### config.mk
export PLATFORM = sky130hd
export DESIGN_NAME = cwr_top
export DESIGN_NICKNAME = d
export VERILOG_FILES = /design/src/cwr_pkg.sv /design/src/cwr_top.sv
export SDC_FILE = /design/constraint.sdc
export NUM_CORES = 1
export LEC_CHECK = 0
export BUFFER_PORTS_ARGS = -buffer_cell sky130_fd_sc_hd__buf_4
export CORE_UTILIZATION = 45
export DETAILED_ROUTE_END_ITERATION = 10
export GPL_TIMING_DRIVEN = 0
export PLACE_DENSITY = 0.83
export SYNTH_ARGS = -nofsm -noshare
export SYNTH_HDL_FRONTEND = slang
export SYNTH_SLANG_ARGS = --single-unit
### constraint.sdc
create_clock -name sys_clk -period 1.7 [get_ports sys_clk]
set_input_delay 0 -clock sys_clk [delete_from_list [all_inputs] [get_ports sys_clk]]
set_output_delay 0 -clock sys_clk [all_outputs]
set_load 0.05 [all_outputs]
### src/cwr_pkg.sv
`default_nettype none
package cwr_pkg;
    // clock and timing
    localparam int unsigned SYS_HZ = 50_000_000;
    localparam int unsigned CLK_NS = 20;
    localparam int unsigned LF_HZ = 31_000;
    localparam int unsigned LF_DIV = SYS_HZ / LF_HZ;
    localparam int unsigned POWERUP_DELAY_TIMER_MS = 64;
    localparam int unsigned POWERUP_DELAY_TIMER_TICKS = POWERUP_DELAY_TIMER_MS * LF_HZ / 1000;
    localparam int unsigned GLITCH_NS = 2000;
    localparam int unsigned GLITCH_CYC = (GLITCH_NS + CLK_NS - 1) / CLK_NS;
    // register offsets
    localparam logic [7:0] ADDR_CFG_ONE = 8'h00;
    localparam logic [7:0] ADDR_CFG_TWO = 8'h04;
    localparam logic [7:0] ADDR_STATUS = 8'h08;
    localparam logic [7:0] ADDR_PWR_CTRL = 8'h0C;
    localparam logic [7:0] ADDR_WDT_CTRL = 8'h10;
    // config word one fields
    localparam int unsigned BIT_DATA_PROT = 7;
    localparam int unsigned BIT_PROG_PROT = 6;
    localparam int unsigned BIT_PIN_SEL = 5;
    localparam int unsigned BIT_POWERUP_DELAY_TIMER_DIS = 4;
    localparam int unsigned BIT_WDT_FORCE = 3;
    localparam int unsigned OSC_LSB = 0;
    // config word two fields
    localparam int unsigned WRT_LSB = 9;
    localparam int unsigned BIT_BOR_LVL = 8;
    // software register fields
    localparam int unsigned BIT_POR_FLAG = 1;
    localparam int unsigned BIT_SOFT_WDT = 0;
    localparam int unsigned BIT_PD_FLAG = 0;
    localparam int unsigned BIT_TO_FLAG = 1;
    localparam int unsigned KIND_LSB = 2;
    // reset values
    localparam logic [15:0] CFG_RESET = 16'hFFFF;
    localparam logic [31:0] RD_ZERO = 32'h0000_0000;
    // self-write protection boundaries
    localparam logic [12:0] LIM_8K_00 = 13'h0FFF;
    localparam logic [12:0] LIM_7FF = 13'h07FF;
    localparam logic [12:0] LIM_3FF = 13'h03FF;
    localparam logic [12:0] LIM_0FF = 13'h00FF;

    typedef enum logic [2:0] {
        OSC_LP = 3'b000,
        OSC_XT = 3'b001,
        OSC_HS = 3'b010,
        OSC_EC = 3'b011,
        OSC_INT_IO = 3'b100,
        OSC_INT_CLK = 3'b101,
        OSC_RC_IO = 3'b110,
        OSC_RC_CLK = 3'b111
    } cwr_osc_t;

    typedef enum logic [2:0] {
        KIND_POR = 3'b000,
        KIND_WDT_RUN = 3'b001,
        KIND_WDT_SLEEP = 3'b010,
        KIND_EXT_RUN = 3'b011,
        KIND_EXT_SLEEP = 3'b100,
        KIND_BOR = 3'b101
    } cwr_kind_t;

    typedef enum logic [1:0] {
        ST_CFG = 2'b00,
        ST_HOLD = 2'b01,
        ST_TIMER = 2'b10,
        ST_RUN = 2'b11
    } cwr_state_t;
endpackage : cwr_pkg
`default_nettype wire

### src/cwr_top.sv
// Local design decisions: register access over AHB-Lite and the placing of the registers.
`timescale 1ns/1ns
`default_nettype none
module cwr_top #(
    parameter bit LARGE_MEM = 1'b0,
    parameter int unsigned LF_DIV_P = cwr_pkg::LF_DIV,
    parameter int unsigned POWERUP_DELAY_TIMER_TICKS_P = cwr_pkg::POWERUP_DELAY_TIMER_TICKS,
    parameter int unsigned GLITCH_CYC_P = cwr_pkg::GLITCH_CYC
) (
    input wire logic sys_clk,
    input wire logic rst_n,
    input wire logic hsel,
    input wire logic [31:0] haddr,
    input wire logic [1:0] htrans,
    input wire logic hwrite,
    input wire logic [2:0] hsize,
    input wire logic [31:0] hwdata,
    input wire logic hready,
    output logic [31:0] hrdata,
    output logic hreadyout,
    output logic hresp,
    input wire logic cfg_load,
    input wire logic [15:0] cfg_one_in,
    input wire logic [15:0] cfg_two_in,
    input wire logic ext_reset_n_in,
    output logic ext_reset_n_out,
    output logic ext_reset_n_oe,
    output logic ext_pullup_en,
    input wire logic brownout_in,
    input wire logic wdt_timeout,
    input wire logic sleep_state,
    input wire logic flash_wr_req,
    input wire logic [12:0] flash_wr_addr,
    output logic flash_wr_blocked,
    output logic chip_reset,
    output logic wake_pulse,
    output cwr_pkg::cwr_kind_t reset_kind,
    output logic watchdog_enable,
    output logic brownout_level_select,
    output logic data_protect_on,
    output logic program_protect_on,
    output logic erase_data_req,
    output logic erase_prog_req,
    output cwr_pkg::cwr_osc_t osc_select,
    output logic clock_output_en,
    output logic osc1_io,
    output logic osc2_io,
    output logic osc_stop
);
    import cwr_pkg::*;

    logic [15:0] cfg_one_reg;
    logic [15:0] cfg_two_reg;
    logic [2:0] pin_sync_reg;
    logic [2:0] bor_sync_reg;
    logic bor_level_reg;
    logic [15:0] glitch_cnt_reg;
    logic ext_low_reg;
    logic [15:0] lf_cnt_reg;
    logic lf_tick;
    logic [15:0] powerup_delay_timer_cnt_reg;
    logic powerup_delay_timer_pend_reg;
    cwr_state_t state_reg;
    cwr_kind_t kind_reg;
    logic to_flag_reg;
    logic pd_flag_reg;
    logic por_flag_reg;
    logic soft_wdt_reg;
    logic wr_pend_reg;
    logic [7:0] wr_addr_reg;
    logic ext_req;
    logic bor_req;
    logic wdt_req;
    logic any_req;
    logic powerup_delay_timer_enabled;
    logic addr_ok;
    cwr_osc_t osc_code;

    function automatic logic [12:0] wr_limit(input logic [1:0] code);
        logic [12:0] lim;
        lim = LIM_0FF;
        case (code)
            2'b00: lim = LARGE_MEM ? LIM_8K_00 : LIM_7FF;
            2'b01: lim = LARGE_MEM ? LIM_7FF : LIM_3FF;
            default: lim = LIM_0FF;
        endcase
        return lim;
    endfunction : wr_limit

    // configuration words, loaded from configuration memory
    always_ff @(posedge sys_clk) begin
        if (!rst_n) begin
            cfg_one_reg <= CFG_RESET;
            cfg_two_reg <= CFG_RESET;
        end else if (cfg_load) begin
            cfg_one_reg <= cfg_one_in;
            cfg_two_reg <= cfg_two_in;
        end
    end

    // erase requests on protection released
    always_ff @(posedge sys_clk) begin
        if (!rst_n) begin
            erase_data_req <= 1'b0;
            erase_prog_req <= 1'b0;
        end else begin
            erase_data_req <= cfg_load && !cfg_one_reg[BIT_DATA_PROT]
                && cfg_one_in[BIT_DATA_PROT];
            erase_prog_req <= cfg_load && !cfg_one_reg[BIT_PROG_PROT]
                && cfg_one_in[BIT_PROG_PROT];
        end
    end

    assign osc_code = cwr_osc_t'(cfg_one_reg[OSC_LSB +: 3]);
    assign powerup_delay_timer_enabled = !cfg_one_reg[BIT_POWERUP_DELAY_TIMER_DIS];

    // decoded configuration outputs
    always_ff @(posedge sys_clk) begin
        if (!rst_n) begin
            data_protect_on <= 1'b0;
            program_protect_on <= 1'b0;
            watchdog_enable <= 1'b0;
            brownout_level_select <= 1'b0;
            ext_pullup_en <= 1'b0;
            osc_select <= OSC_RC_CLK;
        end else begin
            data_protect_on <= !cfg_one_reg[BIT_DATA_PROT];
            program_protect_on <= !cfg_one_reg[BIT_PROG_PROT];
            watchdog_enable <= cfg_one_reg[BIT_WDT_FORCE] || soft_wdt_reg;
            brownout_level_select <= cfg_two_reg[BIT_BOR_LVL];
            ext_pullup_en <= cfg_one_reg[BIT_PIN_SEL];
            osc_select <= osc_code;
        end
    end

    // oscillator pin roles
    always_ff @(posedge sys_clk) begin
        if (!rst_n) begin
            clock_output_en <= 1'b0;
            osc1_io <= 1'b0;
            osc2_io <= 1'b0;
            osc_stop <= 1'b0;
        end else begin
            clock_output_en <= 1'b0;
            osc1_io <= 1'b0;
            osc2_io <= 1'b0;
            case (osc_code)
                OSC_RC_CLK: clock_output_en <= 1'b1;
                OSC_RC_IO: osc2_io <= 1'b1;
                OSC_INT_CLK: begin
                    clock_output_en <= 1'b1;
                    osc1_io <= 1'b1;
                end
                OSC_INT_IO: begin
                    osc1_io <= 1'b1;
                    osc2_io <= 1'b1;
                end
                OSC_EC: osc2_io <= 1'b1;
                default: osc2_io <= 1'b0;
            endcase
            osc_stop <= ext_req && osc_code[2];
        end
    end

    // flash self-write protection check
    always_ff @(posedge sys_clk) begin
        if (!rst_n) begin
            flash_wr_blocked <= 1'b0;
        end else if (flash_wr_req) begin
            flash_wr_blocked <= (cfg_two_reg[WRT_LSB +: 2] != 2'b11)
                && (flash_wr_addr <= wr_limit(cfg_two_reg[WRT_LSB +: 2]));
        end
    end

    // pin and brown-out synchronisers
    always_ff @(posedge sys_clk) begin
        if (!rst_n) begin
            pin_sync_reg <= 3'b111;
            bor_sync_reg <= 3'b000;
        end else begin
            pin_sync_reg <= {pin_sync_reg[1:0], ext_reset_n_in};
            bor_sync_reg <= {bor_sync_reg[1:0], brownout_in};
        end
    end

    // brown-out level taken once the last two stages agree
    always_ff @(posedge sys_clk) begin
        if (!rst_n) begin
            bor_level_reg <= 1'b0;
        end else if (bor_sync_reg[1] == bor_sync_reg[2]) begin
            bor_level_reg <= bor_sync_reg[2];
        end
    end

    // reset pin noise filter
    always_ff @(posedge sys_clk) begin
        if (!rst_n) begin
            glitch_cnt_reg <= 16'h0000;
            ext_low_reg <= 1'b0;
        end else if (pin_sync_reg[1] == pin_sync_reg[2]) begin
            if (pin_sync_reg[2]) begin
                glitch_cnt_reg <= 16'h0000;
                ext_low_reg <= 1'b0;
            end else if (glitch_cnt_reg >= 16'(GLITCH_CYC_P - 1)) begin
                ext_low_reg <= 1'b1;
            end else begin
                glitch_cnt_reg <= glitch_cnt_reg + 16'h0001;
            end
        end
    end

    assign ext_req = ext_low_reg && cfg_one_reg[BIT_PIN_SEL];
    assign bor_req = bor_level_reg;
    assign wdt_req = wdt_timeout && !sleep_state;
    assign any_req = ext_req || bor_req || wdt_req;
    // the pin is never driven, not even by a watchdog reset
    assign ext_reset_n_out = 1'b0;
    assign ext_reset_n_oe = 1'b0;

    // low-frequency tick divider
    always_ff @(posedge sys_clk) begin
        if (!rst_n || lf_tick) begin
            lf_cnt_reg <= 16'h0000;
        end else begin
            lf_cnt_reg <= lf_cnt_reg + 16'h0001;
        end
    end
    assign lf_tick = lf_cnt_reg >= 16'(LF_DIV_P - 1);

    // reset sequencer
    always_ff @(posedge sys_clk) begin
        if (!rst_n) begin
            state_reg <= ST_CFG;
        end else begin
            case (state_reg)
                ST_CFG: if (cfg_load) begin
                    state_reg <= ST_HOLD;
                end
                ST_HOLD: if (!any_req) begin
                    state_reg <= (powerup_delay_timer_pend_reg && powerup_delay_timer_enabled) ? ST_TIMER : ST_RUN;
                end
                ST_TIMER: if (bor_req) begin
                    state_reg <= ST_HOLD;
                end else if (lf_tick && powerup_delay_timer_cnt_reg >= 16'(POWERUP_DELAY_TIMER_TICKS_P - 1)) begin
                    state_reg <= ST_HOLD;
                end
                ST_RUN: if (any_req) begin
                    state_reg <= ST_HOLD;
                end
                default: state_reg <= ST_CFG;
            endcase
        end
    end

    // power-up timer count and pending request
    always_ff @(posedge sys_clk) begin
        if (!rst_n) begin
            powerup_delay_timer_cnt_reg <= 16'h0000;
            powerup_delay_timer_pend_reg <= 1'b1;
        end else begin
            if (state_reg != ST_TIMER) begin
                powerup_delay_timer_cnt_reg <= 16'h0000;
            end else if (lf_tick) begin
                powerup_delay_timer_cnt_reg <= powerup_delay_timer_cnt_reg + 16'h0001;
            end
            if (bor_req) begin
                powerup_delay_timer_pend_reg <= 1'b1;
            end else if (state_reg == ST_TIMER && lf_tick
                && powerup_delay_timer_cnt_reg >= 16'(POWERUP_DELAY_TIMER_TICKS_P - 1)) begin
                powerup_delay_timer_pend_reg <= 1'b0;
            end else if (state_reg == ST_HOLD && !any_req && !powerup_delay_timer_enabled) begin
                powerup_delay_timer_pend_reg <= 1'b0;
            end
        end
    end

    assign chip_reset = (state_reg != ST_RUN);

    // reset kind and status flags
    always_ff @(posedge sys_clk) begin
        if (!rst_n) begin
            kind_reg <= KIND_POR;
            to_flag_reg <= 1'b1;
            pd_flag_reg <= 1'b1;
            wake_pulse <= 1'b0;
        end else begin
            wake_pulse <= 1'b0;
            if (state_reg == ST_RUN || state_reg == ST_HOLD) begin
                if (bor_req) begin
                    kind_reg <= KIND_BOR;
                    to_flag_reg <= 1'b1;
                    pd_flag_reg <= 1'b1;
                end else if (state_reg == ST_RUN && ext_req) begin
                    kind_reg <= sleep_state ? KIND_EXT_SLEEP : KIND_EXT_RUN;
                    if (sleep_state) begin
                        to_flag_reg <= 1'b1;
                        pd_flag_reg <= 1'b0;
                    end
                end else if (state_reg == ST_RUN && wdt_timeout) begin
                    kind_reg <= sleep_state ? KIND_WDT_SLEEP : KIND_WDT_RUN;
                    to_flag_reg <= 1'b0;
                    if (sleep_state) begin
                        pd_flag_reg <= 1'b0;
                        wake_pulse <= 1'b1;
                    end
                end
            end
        end
    end

    assign reset_kind = kind_reg;

    // bus address phase capture and read data
    assign addr_ok = hsel && htrans[1] && hready;
    assign hreadyout = 1'b1;
    assign hresp = 1'b0;

    always_ff @(posedge sys_clk) begin
        if (!rst_n) begin
            wr_pend_reg <= 1'b0;
            wr_addr_reg <= 8'h00;
            hrdata <= RD_ZERO;
        end else begin
            wr_pend_reg <= addr_ok && hwrite && (hsize == 3'b010);
            if (addr_ok) begin
                wr_addr_reg <= haddr[7:0];
            end
            if (addr_ok && !hwrite) begin
                hrdata <= RD_ZERO;
                if (haddr[31:8] != 24'h00_0000) begin
                    hrdata <= RD_ZERO;
                end else if (haddr[7:0] == ADDR_CFG_ONE) begin
                    hrdata <= {16'h0000, cfg_one_reg};
                end else if (haddr[7:0] == ADDR_CFG_TWO) begin
                    hrdata <= {16'h0000, cfg_two_reg};
                end else if (haddr[7:0] == ADDR_STATUS) begin
                    hrdata[BIT_PD_FLAG] <= pd_flag_reg;
                    hrdata[BIT_TO_FLAG] <= to_flag_reg;
                    hrdata[KIND_LSB +: 3] <= kind_reg;
                end else if (haddr[7:0] == ADDR_PWR_CTRL) begin
                    hrdata[BIT_POR_FLAG] <= por_flag_reg;
                end else if (haddr[7:0] == ADDR_WDT_CTRL) begin
                    hrdata[BIT_SOFT_WDT] <= soft_wdt_reg;
                end
            end
        end
    end

    // power-on flag: cleared by power-on reset or by a software write of zero
    always_ff @(posedge sys_clk) begin
        if (!rst_n) begin
            por_flag_reg <= 1'b0;
        end else if (wr_pend_reg && wr_addr_reg == ADDR_PWR_CTRL) begin
            por_flag_reg <= hwdata[BIT_POR_FLAG];
        end
    end

    // software watchdog enable, returned to reset state by chip reset
    always_ff @(posedge sys_clk) begin
        if (!rst_n || chip_reset) begin
            soft_wdt_reg <= 1'b0;
        end else if (wr_pend_reg && wr_addr_reg == ADDR_WDT_CTRL) begin
            soft_wdt_reg <= hwdata[BIT_SOFT_WDT];
        end
    end
endmodule : cwr_top
`default_nettype wire
# == Yosys cells after proc, flatten, opt, wreduce, memory -nomap -nowiden ==
# Cells that the tools add are included.
# word_totals
ff_bits,155
in_bits,125
out_inout_bits,56
elab_cells,166
# classes
n_addsub,3
magnitude_cmp,4
n_eq_ne,27
mux,42
bitwise,3
n_reduce_logical,54
# ops
operator,n
two-way mux 16 bit,4
"adder 16 x 1 -> 16 bit, second input constant",3
">= comparator 16 x 11 -> 1 bit, second input constant",2
two-way mux 13 bit,2
"== test 8 x 4 -> 1 bit, second input constant",3
nonzero test 24 bit,1
logical AND 1 bit,23
case mux 11 bit (2 select lines),1
two-way mux 1 bit,20
"== test 8 x 5 -> 1 bit, second input constant",2
">= comparator 16 x 7 -> 1 bit, second input constant",1
two-way mux 3 bit,5
two-way mux 2 bit,7
"!= test 2 bit, second input constant",7
less-or-equal comparator 13 bit,1
"== test 3 bit, second input constant",4
two-way mux 11 bit,1
"== test 8 x 3 -> 1 bit, second input constant",1
zero test 8 bit,1
case mux 2 bit (4 select lines),1
OR reduction 2 bit,4
zero test 1 bit,7
"== test 3 x 2 -> 1 bit, second input constant",2
logical OR 1 bit,6
other kinds (14),24

# == Depth between registers and ports, before layout ==
# logic_depth
depth_word,8
mapped_depth,7
mapped_depth_nobuf,6

# == Worst setup path after synthesis ==
# OpenSTA, ideal clock, no wires.
# synth_timing
path_kind,register -> register
startpoint,register state_reg[0]
endpoint,"register kind_reg[1], in the netlist reset_kind[1]"
setup_ns,0.128
arrival_ns,1.488
required_ns,1.572
path_slack_ns,0.084
stages_incl_launch_ff,7
n_path_buf,0
period_less_slack_ns,1.616
cell_sequence,dfxtp_1 > nand2_1 > nor2_1 > ha_1 > nor2b_1 > mux2i_1 > nor2_1
# synth_between
elab_chain_len,4
elab_cells_between_ends,9
classes_between,2 x eq/ne; 2 x mux; 5 x reduce/logical
# synth_rtl
element,line,text
"start, declared",cwr_top.sv:63,cwr_state_t state_reg;
"start signal, assigned",cwr_top.sv:240,state_reg <= (powerup_delay_timer_pend_reg && powerup_delay_timer_enabled) ? ST_TIMER : ST_RUN;
== test 2 bit,"cwr_top.sv:288, cwr_top.sv:293, cwr_top.sv:299",
logical AND 1 bit (on tied branches),"cwr_top.sv:293, cwr_top.sv:299",
nonzero test 3 bit (no source line) / two-way mux 3 bit (equally long branches),n/a,
AND reduction 2 bit (no source line) / two-way mux 3 bit (equally long branches),n/a,
"end signal, assigned",cwr_top.sv:294,kind_reg <= sleep_state ? KIND_EXT_SLEEP : KIND_EXT_RUN;
"end signal, assigned",cwr_top.sv:300,kind_reg <= sleep_state ? KIND_WDT_SLEEP : KIND_WDT_RUN;
"end, declared",cwr_top.sv:64,cwr_kind_t kind_reg;
# Parallel ways exist; a longest one is shown, timed or not.
# A chain may end at the register's enable or synchronous reset.

# == Worst setup path after layout ==
# layout_timing
startpoint,input port haddr[5]
endpoint,register hrdata[0]
# layout_between
elab_chain_len,7
elab_cells_between_ends,11
classes_between,4 x eq/ne; 6 x mux; 1 x reduce/logical
# layout_rtl
element,line,text
"start, declared",cwr_top.sv:13,"input wire logic [31:0] haddr,"
== test 8 x 5 -> 1 bit,cwr_top.sv:342,end else if (haddr[7:0] == ADDR_WDT_CTRL) begin
two-way mux 1 bit,cwr_top.sv:342,
two-way mux 1 bit,cwr_top.sv:340,end else if (haddr[7:0] == ADDR_PWR_CTRL) begin
two-way mux 2 bit,cwr_top.sv:336,end else if (haddr[7:0] == ADDR_STATUS) begin
two-way mux 5 bit,cwr_top.sv:334,end else if (haddr[7:0] == ADDR_CFG_TWO) begin
two-way mux 16 bit (*),cwr_top.sv:332,end else if (haddr[7:0] == ADDR_CFG_ONE) begin
two-way mux 16 bit (*),cwr_top.sv:330,if (haddr[31:8] != 24'h00_0000) begin
"end signal, assigned",cwr_top.sv:333,"hrdata <= {16'h0000, cfg_one_reg};"
"end signal, assigned",cwr_top.sv:335,"hrdata <= {16'h0000, cfg_two_reg};"
"end signal, assigned by index",cwr_top.sv:337,hrdata[BIT_PD_FLAG] <= pd_flag_reg;
"end, declared",cwr_top.sv:19,"output logic [31:0] hrdata,"
# Mark *: on every way between the ends. The rest lies on a longest branch, timed or not.

==> impl_metrics.toml <==
[synthesis]
synth_edf_count = 0
yosysUniqueCellTypes = 57
synth-seq-cells = 139
seq_area_frac_synth_pct = 48.65
synth_cells = 636
avgSynthCellArea_um2 = 8.993
synthFlopType = "dfxtp_1"
ys_warn_count = 0
synth_area_mm2 = 0.005719
async_flop_share_pct = 0

[layout]
layout-drive-gt1-share_pct = 25.46
fin_util_pct = 67.93
layout_commonest_cell = "buf_4"
final_cell_count_no_fill = 1044
final_cell_area_mm2 = 0.008295
areaGrowthSynthToFinish_pct = 45.04
diodes = 0
final_nets = 998
layout_common_cells = "buf_4, dfxtp_1, nand2_1, dlygate4sd3_1, nor2_1"

[route]
firstDrtPassIters = 5
vias = 5444
route.detailed.drc = 0
routed_via_density = 5.215
routed_wl_um = 16360
postRouteAntennaNets = 0
wl_per_cell_um = 15.67
drt_iter0_drc = 472

[critical_path]
worstSetupEndpointType = "register"
arrival_ns = 2.02
cp_max_fo = 3
startpoint_type = "primary input"
critPathKind = "in2reg"
required_ns = 2.06

[floorplan]
initial_core_util_pct = 46.83
die_height_um = 114.7
fp.dieW_um = 114.7
num_io_pins = 181
core_area_mm2 = 0.01221
row_count = 40
die-area_mm2 = 0.01316

[run_status]
status = "finished, final reports clean"

[sta]
finalHoldViolCount = 0
timing.hold.ws_ns = 0.01919
min_period_ns = 1.660
tightest_slew_ns = 0.8140
finalSetupViolations = 0
skew_ns = 0.005954
max_slew_margin_pct = 45.73
max_freq_ghz = 0.6024
report.final.slew_viol_count = 0
fin_crit_sh_pct = 97.65

[place]
place_area_mm2 = 0.006969
dpl.cell_count = 954
dp_hpwl_um = 10340
port_buffers = 127
gp_congestion = 0.8734

[cts]
clk_latency_ns = 0.42
htree_levels = 4
clockBufferDepth = 2
cts_tree = "built"
cts_made_buffers = 17
path_clk_slew_ns = 0.06
clockRootBuffer = "clkbuf_16"
cts.sinks = 139

[grt]
grt_max_degree = 17
antenna_found_initial = 0
grt_overflow = 0
grt_first_pass_wirelength_um = 25430
grtUsageTotal_pct = 25.13
grt_pass1_vias = 5344

[power]
ir_drop_uv = 669.4
powerDensity_mw_per_mm2 = 930.2
leakage_nw = 3.484
fin_total_pwr_mw = 7.717

[job]
drv_cap = 0

[worst_hold_path]
hold_class = "in2reg"
## stage by stage
stage	setup WS, ns	TNS (ns)
3_3_place_gp	-0.05304	-0.1231
5_1_grt	-0.03095	-0.08268
2_1_floorplan	0.08422	0
6_report	0.03987	0
4_1_cts	0.003959	0
3_5_place_dp	-0.09644	-0.2136
## final timing paths
path                                                  start                            end  slack, ns  cells past startpoint
worst min register to register   pin_sync_reg[0]$_SDFF_PN1_     pin_sync_reg[1]$_SDFF_PN1_       0.41                      1
worst max-delay path                               haddr[5]         hrdata[0]$_SDFFE_PN0P_       0.04                      8
worst max register to register  cfg_two_reg[9]$_SDFFE_PN1P_  flash_wr_blocked$_SDFFE_PN0P_       0.07                      6
worst min-delay path                                  rst_n     pin_sync_reg[2]$_SDFF_PN1_       0.02                      2
## cells in the mapped netlist (3+ instances only)
library cell  instances  area share (%)
dfxtp_1             139              49
nand2_1              85             5.6
nor2_1               53             3.5
mux2i_1              32             5.6
a21oi_1              23             2.0
and3_1               23             2.5
clkbuf_1             23             1.5
buf_4                22             2.9
o21ai_0              22             1.9
nor3_1               19             1.7
inv_1                16             1.1
nand2b_1             16             1.8
xor2_1               14             2.1
a22oi_1              13             1.7
nand3_1              12             1.1
o211ai_1             10             1.3
and2_1                9            0.98
nor2b_1               8            0.88
nor4_1                8            0.88
ha_1                  7             1.5
buf_2                 6            0.53
o2111ai_1             6            0.92
xnor2_1               6            0.92
nand4_1               5            0.55
or3_1                 5            0.55
a22o_1                4            0.61
a211oi_1              3            0.39
a222oi_1              3            0.53
buf_1                 3            0.20
nand3b_1              3            0.39
nor4b_1               3            0.46
## worst max-delay path, stage by stage
cell and delay [ns]:
dlygate4sd3_1 0.54, buf_4 0.14, nor3_2 0.25, nand3_1 0.12
nor2_1 0.21, dlygate4sd3_1 0.58, nand4_1 0.08, nand2_1 0.09
## cell type report
| type | instances | area (µm²) |
|---|---|---|
| inverters | 16 | 60.06 |
| fillers | 915 | 3916 |
| well taps | 168 | 210.2 |
| multi-input cells | 450 | 2815 |
| repair buffers | 188 | 1560 |
| flip-flops and latches | 139 | 2796 |
| clock inverters | 7 | 67.56 |
| plain buffers | 54 | 301.5 |
| clock buffers | 22 | 484.2 |
## power breakdown
group	internal [mW]	switching, mW
Sequential	3.35	0.0616
Clock	2.13	1.32
Combinational	0.398	0.452
## routing by layer
layer | global-route usage (%) | up-vias | routed length (µm)
li1 | - | 2631 | -
met1 | 29.73 | 2545 | 6674
met2 | 41.49 | 226 | 7937
met3 | 8.487 | 42 | 1283
met4 | 11.34 | 0 | 460
met5 | 0 | - | 0
## cell families after synthesis
| group | count (synthesis) | share of synthesized area, % |
|---|---|---|
| compound gates | 106 | 12.51 |
| xor+xnor | 20 | 3.063 |
| fa+ha+maj | 7 | 1.531 |
| buf+inv | 70 | 6.169 |
| flops | 139 | 48.65 |
| mux | 32 | 5.601 |
| other cells | 2 | 0.1313 |
| simple gates | 260 | 22.34 |
## timing repair
item | 4_1_cts | 5_1_grt
endpoints found under the setup margin | 5 | 48
setup buffers | 2 | 1
resized for setup | 7 | 40
endpoints found under the hold margin | 52 | 0
hold buffers | 58 | 0
pin swaps | 2 | 10
Power figures use the tool's default switching activity.
